<file path="config.mk">
export PLATFORM = sky130hd
export DESIGN_NAME = pss_sequencer
export DESIGN_NICKNAME = d
export VERILOG_FILES = /design/src/include/pss_pkg.sv /design/src/design/pss_sequencer.sv
export VERILOG_INCLUDE_DIRS = /design/src /design/src/include
export SDC_FILE = /design/constraint.sdc
export NUM_CORES = 1
export LEC_CHECK = 0
export BUFFER_PORTS_ARGS = -buffer_cell sky130_fd_sc_hd__buf_4
export CAP_MARGIN = 10
export CORE_MARGIN = 1.5
export CORE_UTILIZATION = 28
export DETAILED_ROUTE_END_ITERATION = 8
export PLACE_DENSITY = 0.55
export SKIP_CTS_REPAIR_TIMING = 1
export SYNTH_ARGS = -nofsm -noshare
export SYNTH_HDL_FRONTEND = slang
export SYNTH_SLANG_ARGS = --single-unit
</file>
<file path="constraint.sdc">
create_clock -name pclk -period 4.1 [get_ports pclk]
set_clock_uncertainty 0.05 [all_clocks]
set_input_delay 0.41 -clock pclk [delete_from_list [all_inputs] [get_ports pclk]]
set_output_delay 0.41 -clock pclk [all_outputs]
set_load 0.02 [all_outputs]
</file>
<file path="src/include/pss_cfg.svh">
// timing constants and counts for the panel supply start-up sequencer
`ifndef PSS_CFG_SVH
`define PSS_CFG_SVH
`define PSS_PEAKS_OK 6
`define PSS_CLK_MHZ 100
`define PSS_SOFT_START_US 7000
`define PSS_FAULT_TO_US 23000
`define PSS_SOFT_START_CYC (`PSS_SOFT_START_US * `PSS_CLK_MHZ)
`define PSS_FAULT_TO_CYC (`PSS_FAULT_TO_US * `PSS_CLK_MHZ)
`define PSS_ADDR_CTRL 12'h000
`define PSS_ADDR_STAT 12'h004
`define PSS_ADDR_IRQ_STAT 12'h008
`define PSS_ADDR_IRQ_MASK 12'h00C
`define PSS_IRQ_W 4
`define PSS_IRQ_DONE 0
`define PSS_IRQ_FAULT 1
`define PSS_IRQ_THERM 2
`define PSS_IRQ_TMO 3
`endif

</file>
<file path="src/include/pss_pkg.sv">
// types for the panel supply start-up sequencer
package pss_pkg;
	typedef enum logic [2:0] {
		ST_WAIT_SUPPLY,
		ST_RAMPING,
		ST_RUN,
		ST_LATCHED
	} pss_state_t;
endpackage

</file>
<file path="src/design/pss_sequencer.sv">
// start-up sequencer, fault latch, slice switch control and apb registers
`timescale 1ns/1ns
`include "pss_cfg.svh"

module pss_sequencer #(
	parameter int PEAKS = `PSS_PEAKS_OK,
	parameter int FAULT_TO_CYC = `PSS_FAULT_TO_CYC,
	parameter int SOFT_START_CYC = `PSS_SOFT_START_CYC
) (
	// clock and reset
	input wire logic pclk,
	input wire logic presetn,
	// apb slave
	input wire logic psel,
	input wire logic penable,
	input wire logic pwrite,
	input wire logic [11:0] paddr,
	input wire logic [31:0] pwdata,
	output logic [31:0] prdata,
	output logic pready,
	output logic pslverr,
	// analog status inputs, asynchronous
	input wire logic supply_good,
	input wire logic enable_in,
	input wire logic ramp_start,
	input wire logic ramp_peak,
	input wire logic boost_fault,
	input wire logic gate_on_fault,
	input wire logic gate_off_fault,
	input wire logic input_fault,
	input wire logic thermal_trip,
	input wire logic slice_select,
	// analog controls and interrupt request
	output logic delay_cap_charge,
	output logic delay_cap_discharge,
	output logic ref_enable,
	output logic boost_enable,
	output logic boost_soft_start,
	output logic gate_off_enable,
	output logic gate_on_enable,
	output logic switch_pulldown,
	output logic switch_to_drain,
	output logic switch_to_source,
	output logic irq
);

	initial
	begin
		if (PEAKS < 6 || PEAKS > 15 || FAULT_TO_CYC < 1 || SOFT_START_CYC < 1)
			$error("pss_sequencer: unsupported parameter value");
	end

	localparam int NS = 10;

	// two-flop synchronisers, one per asynchronous input
	logic [NS-1:0] async_in;
	logic [NS-1:0] sync1_q;
	logic [NS-1:0] sync2_q;
	logic [NS-1:0] prev_q;
	assign async_in = {slice_select, thermal_trip, input_fault, gate_off_fault,
		gate_on_fault, boost_fault, ramp_peak, ramp_start, enable_in, supply_good};
	genvar gi;
	generate
		for (gi = 0; gi < NS; gi++)
		begin : g_sync
			always_ff @(posedge pclk or negedge presetn)
			begin
				if (!presetn)
				begin
					sync1_q[gi] <= 1'b0;
					sync2_q[gi] <= 1'b0;
					prev_q[gi] <= 1'b0;
				end
				else
				begin
					sync1_q[gi] <= async_in[gi];
					sync2_q[gi] <= sync1_q[gi];
					prev_q[gi] <= sync2_q[gi];
				end
			end
		end
	endgenerate

	logic sup_s, en_s, therm_s, sel_s;
	logic start_p, peak_p, en_rise, sup_rise, sup_fall, en_fall;
	assign sup_s = sync2_q[0];
	assign en_s = sync2_q[1];
	assign therm_s = sync2_q[8];
	assign sel_s = sync2_q[9];
	assign start_p = sync2_q[2] & ~prev_q[2];
	assign peak_p = sync2_q[3] & ~prev_q[3];
	assign en_rise = en_s & ~prev_q[1];
	assign en_fall = ~en_s & prev_q[1];
	assign sup_rise = sup_s & ~prev_q[0];
	assign sup_fall = ~sup_s & prev_q[0];

	// sequencer state
	pss_pkg::pss_state_t state_q, state_d;
	logic [3:0] peaks_q, peaks_d;
	logic [3:0] ramps_q, ramps_d;
	logic ref_q, ref_d, boost_q, boost_d, goff_q, goff_d, gon_q, gon_d;
	logic dis_q, dis_d;
	logic [31:0] tmo_q, tmo_d;
	logic [31:0] ss_q, ss_d;
	logic fault_ev, therm_ev, tmo_ev, done_ev;
	logic chk_fault;

	// which comparators are armed depends on what is enabled so far
	always_comb
	begin
		chk_fault = sync2_q[7];
		if (boost_q && peak_p && ramps_q == 4'h3)
			chk_fault = chk_fault | sync2_q[4];
		if (ramps_q == 4'h6 && peak_p)
			chk_fault = chk_fault | sync2_q[5] | sync2_q[6];
	end

	always_comb
	begin
		state_d = state_q;
		peaks_d = peaks_q;
		ramps_d = ramps_q;
		ref_d = ref_q;
		boost_d = boost_q;
		goff_d = goff_q;
		gon_d = gon_q;
		dis_d = 1'b0;
		tmo_d = tmo_q;
		ss_d = (ss_q != 32'h0) ? ss_q - 32'h1 : 32'h0;
		fault_ev = 1'b0;
		therm_ev = 1'b0;
		tmo_ev = 1'b0;
		done_ev = 1'b0;
		unique case (state_q)
			pss_pkg::ST_WAIT_SUPPLY:
			begin
				if (sup_s && en_s)
				begin
					state_d = pss_pkg::ST_RAMPING;
					ramps_d = 4'h1;
					peaks_d = 4'h0;
					tmo_d = 32'h0;
				end
			end
			pss_pkg::ST_RAMPING:
			begin
				tmo_d = tmo_q + 32'h1;
				if (start_p)
				begin
					ramps_d = ramps_q + 4'h1;
					tmo_d = 32'h0;
					if (ramps_q + 4'h1 == 4'h3)
					begin
						boost_d = 1'b1;
						ss_d = 32'(SOFT_START_CYC);
					end
					if (ramps_q + 4'h1 == 4'h6)
						gon_d = 1'b1;
				end
				if (peak_p)
				begin
					peaks_d = peaks_q + 4'h1;
					dis_d = 1'b1;
					if (peaks_q == 4'h0)
						ref_d = 1'b1;
					if (peaks_q + 4'h1 == 4'h4)
						goff_d = 1'b1;
					if (peaks_q + 4'h1 == 4'(PEAKS))
					begin
						state_d = pss_pkg::ST_RUN;
						done_ev = 1'b1;
					end
				end
				if (tmo_q >= 32'(FAULT_TO_CYC) - 32'h1)
					tmo_ev = 1'b1;
				if (chk_fault || tmo_ev)
				begin
					fault_ev = 1'b1;
					dis_d = 1'b0;
					done_ev = 1'b0;
					state_d = pss_pkg::ST_LATCHED;
				end
			end
			pss_pkg::ST_RUN:
			begin
				if (sync2_q[7] || sync2_q[4] || sync2_q[5] || sync2_q[6])
				begin
					fault_ev = 1'b1;
					state_d = pss_pkg::ST_LATCHED;
				end
			end
			pss_pkg::ST_LATCHED:
			begin
				if (en_rise || sup_rise)
					state_d = pss_pkg::ST_WAIT_SUPPLY;
			end
		endcase
		if (therm_s && state_q != pss_pkg::ST_LATCHED)
		begin
			therm_ev = 1'b1;
			done_ev = 1'b0;
			state_d = pss_pkg::ST_LATCHED;
		end
		if (sup_fall || en_fall || !sup_s)
			state_d = pss_pkg::ST_WAIT_SUPPLY;
		if (state_d == pss_pkg::ST_WAIT_SUPPLY || state_d == pss_pkg::ST_LATCHED)
		begin
			ref_d = 1'b0;
			boost_d = 1'b0;
			goff_d = 1'b0;
			gon_d = 1'b0;
			ss_d = 32'h0;
		end
	end

	always_ff @(posedge pclk or negedge presetn)
	begin
		if (!presetn)
		begin
			state_q <= pss_pkg::ST_WAIT_SUPPLY;
			peaks_q <= 4'h0;
			ramps_q <= 4'h0;
			ref_q <= 1'b0;
			boost_q <= 1'b0;
			goff_q <= 1'b0;
			gon_q <= 1'b0;
			dis_q <= 1'b0;
			tmo_q <= 32'h0;
			ss_q <= 32'h0;
		end
		else
		begin
			state_q <= state_d;
			peaks_q <= peaks_d;
			ramps_q <= ramps_d;
			ref_q <= ref_d;
			boost_q <= boost_d;
			goff_q <= goff_d;
			gon_q <= gon_d;
			dis_q <= dis_d;
			tmo_q <= tmo_d;
			ss_q <= ss_d;
		end
	end

	// slice switch: break before make, one dead cycle on a change between drain and source
	logic [1:0] path_q, path_d;
	logic [1:0] want;
	always_comb
	begin
		if (state_q != pss_pkg::ST_RUN)
			want = 2'h0;
		else if (sel_s)
			want = 2'h2;
		else
			want = 2'h1;
		path_d = (path_q != 2'h0 && want != path_q) ? 2'h0 : want;
	end
	always_ff @(posedge pclk or negedge presetn)
	begin
		if (!presetn)
			path_q <= 2'h0;
		else
			path_q <= path_d;
	end

	assign delay_cap_charge = (state_q == pss_pkg::ST_RAMPING);
	assign delay_cap_discharge = dis_q;
	assign ref_enable = ref_q;
	assign boost_enable = boost_q;
	assign boost_soft_start = (ss_q != 32'h0);
	assign gate_off_enable = goff_q;
	assign gate_on_enable = gon_q;
	assign switch_pulldown = (path_q == 2'h0);
	assign switch_to_drain = (path_q == 2'h1);
	assign switch_to_source = (path_q == 2'h2);

	// apb registers
	logic [`PSS_IRQ_W-1:0] ist_q, ist_d, imask_q, imask_d, ev;
	logic soft_en_q, soft_en_d;
	logic [31:0] rd_d, rd_q;
	logic wr, rd;
	assign wr = psel & penable & pwrite;
	assign rd = psel & ~penable & ~pwrite;
	assign pready = 1'b1;
	assign ev = {tmo_ev, therm_ev, fault_ev, done_ev};
	always_comb
	begin
		ist_d = ist_q;
		imask_d = imask_q;
		soft_en_d = soft_en_q;
		if (wr && paddr == `PSS_ADDR_IRQ_STAT)
			ist_d = ist_q & ~pwdata[`PSS_IRQ_W-1:0];
		if (wr && paddr == `PSS_ADDR_IRQ_MASK)
			imask_d = pwdata[`PSS_IRQ_W-1:0];
		if (wr && paddr == `PSS_ADDR_CTRL)
			soft_en_d = pwdata[0];
		ist_d = ist_d | ev;
		rd_d = rd_q;
		if (rd)
		begin
			unique case (paddr)
				`PSS_ADDR_CTRL: rd_d = {31'h0, soft_en_q};
				`PSS_ADDR_STAT: rd_d = {20'h0, peaks_q, ramps_q, 1'b0, state_q};
				`PSS_ADDR_IRQ_STAT: rd_d = {28'h0, ist_q};
				`PSS_ADDR_IRQ_MASK: rd_d = {28'h0, imask_q};
				default: rd_d = 32'h0;
			endcase
		end
	end
	always_ff @(posedge pclk or negedge presetn)
	begin
		if (!presetn)
		begin
			ist_q <= 4'h0;
			imask_q <= 4'h0;
			soft_en_q <= 1'b1;
			rd_q <= 32'h0;
		end
		else
		begin
			ist_q <= ist_d;
			imask_q <= imask_d;
			soft_en_q <= soft_en_d;
			rd_q <= rd_d;
		end
	end
	assign prdata = rd_q;
	assign pslverr = psel & penable & (paddr != `PSS_ADDR_CTRL) & (paddr != `PSS_ADDR_STAT)
		& (paddr != `PSS_ADDR_IRQ_STAT) & (paddr != `PSS_ADDR_IRQ_MASK);
	assign irq = |(ist_q & imask_q);

	// assertions
	a_one_hot_path: assert property (@(posedge pclk) disable iff (!presetn)
		$onehot({switch_pulldown, switch_to_drain, switch_to_source}))
		else $error("switch paths not one-hot");
	a_no_overlap: assert property (@(posedge pclk) disable iff (!presetn)
		switch_to_drain |=> !switch_to_source)
		else $error("switch went drain to source without break");
	a_pull_during: assert property (@(posedge pclk) disable iff (!presetn)
		(state_q == pss_pkg::ST_RAMPING) |-> switch_pulldown)
		else $error("switch not grounded during start-up");
	a_ref_peak1: assert property (@(posedge pclk) disable iff (!presetn)
		(state_q == pss_pkg::ST_RAMPING && peak_p && peaks_q == 4'h0 && !chk_fault
		&& !therm_s && sup_s && !en_fall && !tmo_ev) |=> ref_enable)
		else $error("reference not on after first peak");
	a_boost_late: assert property (@(posedge pclk) disable iff (!presetn)
		boost_enable |-> ramps_q >= 4'h3)
		else $error("boost enabled before ramp three");
	a_goff_peak4: assert property (@(posedge pclk) disable iff (!presetn)
		gate_off_enable |-> peaks_q >= 4'h4)
		else $error("gate-off on before fourth peak");
	a_gon_ramp6: assert property (@(posedge pclk) disable iff (!presetn)
		gate_on_enable |-> ramps_q >= 4'h6)
		else $error("gate-on on before ramp six");
	a_latch_hold: assert property (@(posedge pclk) disable iff (!presetn)
		(state_q == pss_pkg::ST_LATCHED && !en_rise && !sup_rise && sup_s && !en_fall)
		|=> state_q == pss_pkg::ST_LATCHED)
		else $error("fault latch released without enable or supply cycle");
	a_done_peaks: assert property (@(posedge pclk) disable iff (!presetn)
		(state_q == pss_pkg::ST_RUN) |-> peaks_q == 4'(PEAKS))
		else $error("run reached without full peak count");
	a_wait_supply: assert property (@(posedge pclk) disable iff (!presetn)
		!sup_s |=> !delay_cap_charge)
		else $error("delay cap charging without supply");
	a_therm: assert property (@(posedge pclk) disable iff (!presetn)
		therm_s |=> state_q != pss_pkg::ST_RUN && !boost_enable)
		else $error("thermal trip did not shut down");
	a_disch: assert property (@(posedge pclk) disable iff (!presetn)
		delay_cap_discharge |-> $past(peak_p))
		else $error("discharge without a peak");
	c_run: cover property (@(posedge pclk) disable iff (!presetn)
		state_q == pss_pkg::ST_RUN);
	c_fault: cover property (@(posedge pclk) disable iff (!presetn)
		fault_ev);
	c_restart: cover property (@(posedge pclk) disable iff (!presetn)
		state_q == pss_pkg::ST_LATCHED ##1 state_q == pss_pkg::ST_WAIT_SUPPLY);
	c_source: cover property (@(posedge pclk) disable iff (!presetn)
		switch_to_source);

endmodule // pss_sequencer

</file>
Word-level counts from Yosys, hierarchy flattened
Index checks and enable logic that the tools add are counted.
{ "totals": {"output_inout_bits": 45, "wordCells": 200, "reg_bits": 147, "input_bits": 59} }
{ "classes": {"bitwise": 29, "n_reduce_logical": 42, "muxes": 61, "n_lt_le_gt_ge": 1, "n_addsub": 4, "n_eq_ne": 24} }
{ "op_table": {"columns": ["cell", "n"], "rows": [
  ["32-bit two-way mux", 7],
  ["32-bit case mux with 2 select lines", 1],
  ["12-bit case mux with 4 select lines", 1],
  ["32-bit by 1-bit adder with 32-bit output, second input constant", 1],
  ["32-bit by 22-bit >= comparator with 1-bit output, second input constant", 1],
  ["1-bit two-way mux", 32],
  ["32-bit nonzero test", 1],
  ["32-bit by 1-bit subtractor with 32-bit output, second input constant", 1],
  ["12-bit by 4-bit == test with 1-bit output, second input constant", 2],
  ["3-bit two-way mux", 8],
  ["12-bit by 4-bit != test with 1-bit output, second input constant", 2],
  ["4-bit two-way mux", 5],
  ["3-bit AND reduction", 6],
  ["2-bit nonzero test", 9],
  ["4-bit by 3-bit == test with 1-bit output, second input constant", 4],
  ["4-bit case mux with 2 select lines", 2],
  ["1-bit bitwise AND", 14],
  ["12-bit by 3-bit == test with 1-bit output, second input constant", 1],
  ["12-bit logical NOT", 1],
  ["12-bit by 3-bit != test with 1-bit output, second input constant", 1],
  ["3-bit case mux with 4 select lines", 1],
  ["12-bit nonzero test", 1],
  ["3-bit by 2-bit == test with 1-bit output, second input constant", 3],
  ["1-bit logical AND", 9],
  ["23 further kinds", 47]
]} }

Logic depth before layout (Yosys ltp)
{ "logic_depth": {"word_depth": 17, "depth_mapped": 9} }

Worst setup path after synthesis
No wires, ideal clock.
{ "synth_timing": {"path_kind": "flip-flop to output port", "start": "register ss_q[26]", "end": "output port boost_soft_start", "arrival_ns": 1.942, "slack_ns": 1.698, "required_ns": 3.640, "n_path_buf": 0, "stages_incl_launch_ff": 5, "path_cell_list": "dfrtp_1 or4_1 or2_0 or2_0 or4b_1"} }
{ "synth_between": {"elab_chain_len": 1} }
{ "synth_lines": {"columns": ["element", "line", "source"], "rows": [
  ["start, declared", "pss_sequencer.sv:104", "logic [31:0] ss_q, ss_d;"],
  ["start signal, assigned", "pss_sequencer.sv:242", "ss_q <= ss_d;"],
  ["32-bit nonzero test", "pss_sequencer.sv:271", "assign boost_soft_start = (ss_q != 32'h0);"],
  ["end, declared", "pss_sequencer.sv:38", "output logic boost_soft_start,"]
]} }
No other way between the ends.

Final worst setup path
{ "layout_timing": {"start": "register ss_q[18]", "end": "output port boost_soft_start"} }
Same word-level chain as after synthesis.

==> results.md <==
* Final WL at between 15000 and 20000 um
* Setup-failing EPs final at 0
* YS warnings at 0
* Crit Path Max Fanout at 7
* Port bufs at 54
* Slowest-stage cell, CP: or4b_1
* Die area at ~25000 um^2
* Main synth FF type: dfrtp_1
* Die Wd at approximately 160 um
* Hold Crit Class: in2async
* GR Util met1 at 0.1938
* Critical path cell sequence: nor4_1 -> nand2_1 -> or2_0 -> or4b_1 -> buf_4
* Core footprint at 23540 um^2
* Total GRT Usage at 0.1369
* Critical path class: reg2out
* Routed vias at ~5300
* Data required, critical path at ~3.6 ns
* CTS clk-pin slew, worst paths at approximately 0.070 ns
* Setup TNS at 0 ns
* Dpl hpwl at about 11000 um
* Antenna violations before repair at 0
* CTS tree: yes
* FF+latch count, synth at between 100 and 150
* Seq/Total Area, Yosys at 0.4707
* Critical path buffers and inverters at 1
* Root buffer cell: clkbuf_16
* FFs w/ async S/R, synth at 1.000
* CTS Buf Count at 17
* EDFF count, synth at 0
* Grt total ovfl at 0
* Critical Path Sink Type: primary output
* Clock sink count at around 130
* Post-route ant nets at 0
* Chip Height at 158.3 um
* Pins Over Slew Limit at 0
* Avg Vias per Cell at ~5.0
* Slew Limit Headroom at 0.2762
* First-pass GRT wire length at 26780 um
* M3 GR Usage at 0.03185
* Peak VDD IR at 0.0002977 V
* Clock Path Buffers at 2
* Vias in the first global route at slightly above 5000
* Adder-Cell Fraction of Synth Area at 0.01853
* Pwr dens at roughly 550 nW/um^2
* Post-Synth XOR/XNOR Area at 0.03372
* Minimum clock period at about 3 ns
* CP peak stage delay at roughly 0.56 ns
* Crit-path leading delay family: simple AND/OR/NAND/NOR gates
* FP Rows at 56
* Final nets at between 700 and 800
* Fmax at 329.5 MHz
* CP startpoint: ss_q[18]
* Layout cells sized above 1 at 0.1881
* GRT busiest layer: met2
* Actual slew at the worst max-slew pin at around 1.1 ns
* 1st-pass router iterations at 5
* RSZ-0062 raised after global routing: no
* Antenna Cells at 0
* # IOs at roughly 100
* Pin count of the biggest net entering global routing at 104
* H-tree depth at 4
* Synth Area in Compound Gates at 0.1806
* Drc violations at 0
* Initial Utilization at 0.2869
* Final period util at 0.7402
* DRT iter0 DRCs at between 200 and 300
* Simple-Gate Fraction of Synth Area at 0.2156
* Layout Utilization at 0.3402
* Largest family of logic cells by synthesized area: simple AND/OR/NAND/NOR gates
* P_leak at 3.422 nW
* Worst Path Arrival at approximately 2.6 ns
* Mapped cell area at slightly below 7000 um^2
* Maxcap violations at 0
* Synthesized instance count at around 700
* Final Hold Fails at 0
* RD Place Congestion at between 0.7 and 0.8
* Mux share of post-synthesis cell area at 0.01797
* Synth cell types at 76
* Met2 Use GR at 0.2050
* Clk_lat worst skew at 0.43 ns
* Worst Setup Start Kind: flop
* DR WL/cell at around 15 um
* Layout area overhead at 18.58%
* Status: finished, final reports clean
* Worst r2r src: state_q[0]
* Syn avg cell area at 9.932 um^2
## cells in the final DEF (no fill, tap or decap), types with 11 or more instances in the layout
master	Yosys	layout
dfrtp_1	126	126
buf_4	24	62
o21ai_0	58	57
nand2_1	52	52
nor2_1	45	45
nor4_1	37	37
nand3_1	24	24
xnor2_1	23	23
nand4_1	22	22
conb_1	2	21
nor3_1	21	20
inv_1	19	19
clkbuf_16	0	17
a31oi_1	14	14
a21oi_1	13	13
a22o_1	11	11
## through the flow
step | instance area, um^2 | worst slack, ns | power [mW] | instances | hold WS, ns
4_1_cts | 8009 | 1.025 | 4.500 | 1058 | 0.02237
3_5_place_dp | 7373 | 1.227 | 2.837 | 1026 | 0.2847
3_3_place_gp | 7373 | 1.266 | 2.832 | 1026 | 0.2835
5_1_grt | 8009 | 0.8774 | 4.734 | 1058 | 0.01881
2_1_floorplan | 6825 | 1.698 | 2.549 | 699 | 0.06441
6_report | 8009 | 1.065 | 4.444 | 1058 | 0.007088
## sequential cells by signal (all words and copies together) (netlist names), 2 cells and up
| signal | count |
|---|---|
| prev_q | 4 |
| sync1_q | 10 |
| ramps_q | 4 |
| imask_q | 4 |
| prdata | 12 |
| state_q | 3 |
| peaks_q | 4 |
| ist_q | 4 |
| sync2_q | 6 |
| ss_q | 32 |
| path_q | 2 |
| tmo_q | 32 |
## logic make-up (layout without fill, tap and decap cells)
family          after synthesis  after routing
simple gates                263            263
compound gates              167            167
flops                       127            127
buf+inv                      75            115
xor+xnor                     26             26
fa+ha+maj                    10             10
mux                          10             10
other cells                   2             21
## per-layer routing
layer  wire length (um)  up-vias  share of wire
li1                   -     2602              -
met4                263        0          0.016
met2               7123      114           0.44
met5                  0        -              0
met3                725       18          0.045
met1               8023     2579           0.50
## cell usage after synthesis, types with 4 or more instances
cell type	number	area [um^2]
nand3_1	24	120.1
nand4_1	22	137.6
clkbuf_1	14	52.55
o31a_1	5	43.79
or3_1	7	43.79
o21ai_0	58	290.3
mux2_2	7	78.83
o21a_1	4	30.03
a21oi_1	13	65.06
buf_4	24	180.2
nand2b_1	6	37.54
a31oi_1	14	87.58
buf_2	14	70.07
a22o_1	11	96.34
nor2_1	45	168.9
nor4_1	37	231.5
ha_1	10	125.1
xnor2_1	23	201.4
dfrtp_1	126	3153
nor2b_1	7	43.79
inv_1	19	71.32
a22oi_1	4	30.03
and3_1	9	56.30
nor3_1	21	105.1
a221oi_2	7	105.1
o31ai_1	10	75.07
a41oi_1	4	35.03
o41ai_1	5	43.79
nand2_1	52	195.2
## layout make-up
| type | count | area (um^2) |
|---|---|---|
| Fill cell | 2431 | 15530 |
| Multi-Input combinational cell | 497 | 3238 |
| Sequential cell | 127 | 3179 |
| Timing Repair Buffer | 63 | 476.7 |
| Clock buffer | 17 | 425.4 |
| Tap cell | 319 | 399.1 |
| Clock inverter | 15 | 210.2 |
| Inverter | 20 | 80.08 |
## path summary, 6_finish.rpt
| check | cells after the start | slack, ns | to |
|---|---|---|---|
| max in group asynchronous | 2 | 3.05 | soft_en_q |
| worst max-delay path | 5 | 1.07 | boost_soft_start |
| worst max register to register | 5 | 1.22 | tmo_q[19] |
| worst min-delay path | 1 | 0.007 | tmo_q[13] |
| min in group pclk | 1 | 0.04 | sync1_q[6] |
| worst min register to register | 0 | 0.30 | sync2_q[2] |
## power by group
| group | total (mW) | leakage, nW | internal (mW) | switching, mW |
|---|---|---|---|---|
| Combinational | 1.33 | 1.44 | 0.534 | 0.800 |
| Sequential | 1.48 | 1.68 | 1.35 | 0.126 |
| Clock | 1.63 | 0.310 | 1.03 | 0.607 |
| Total | 4.44 | 3.42 | 2.91 | 1.53 |
Note: power is estimated with default switching activity, not from simulation.
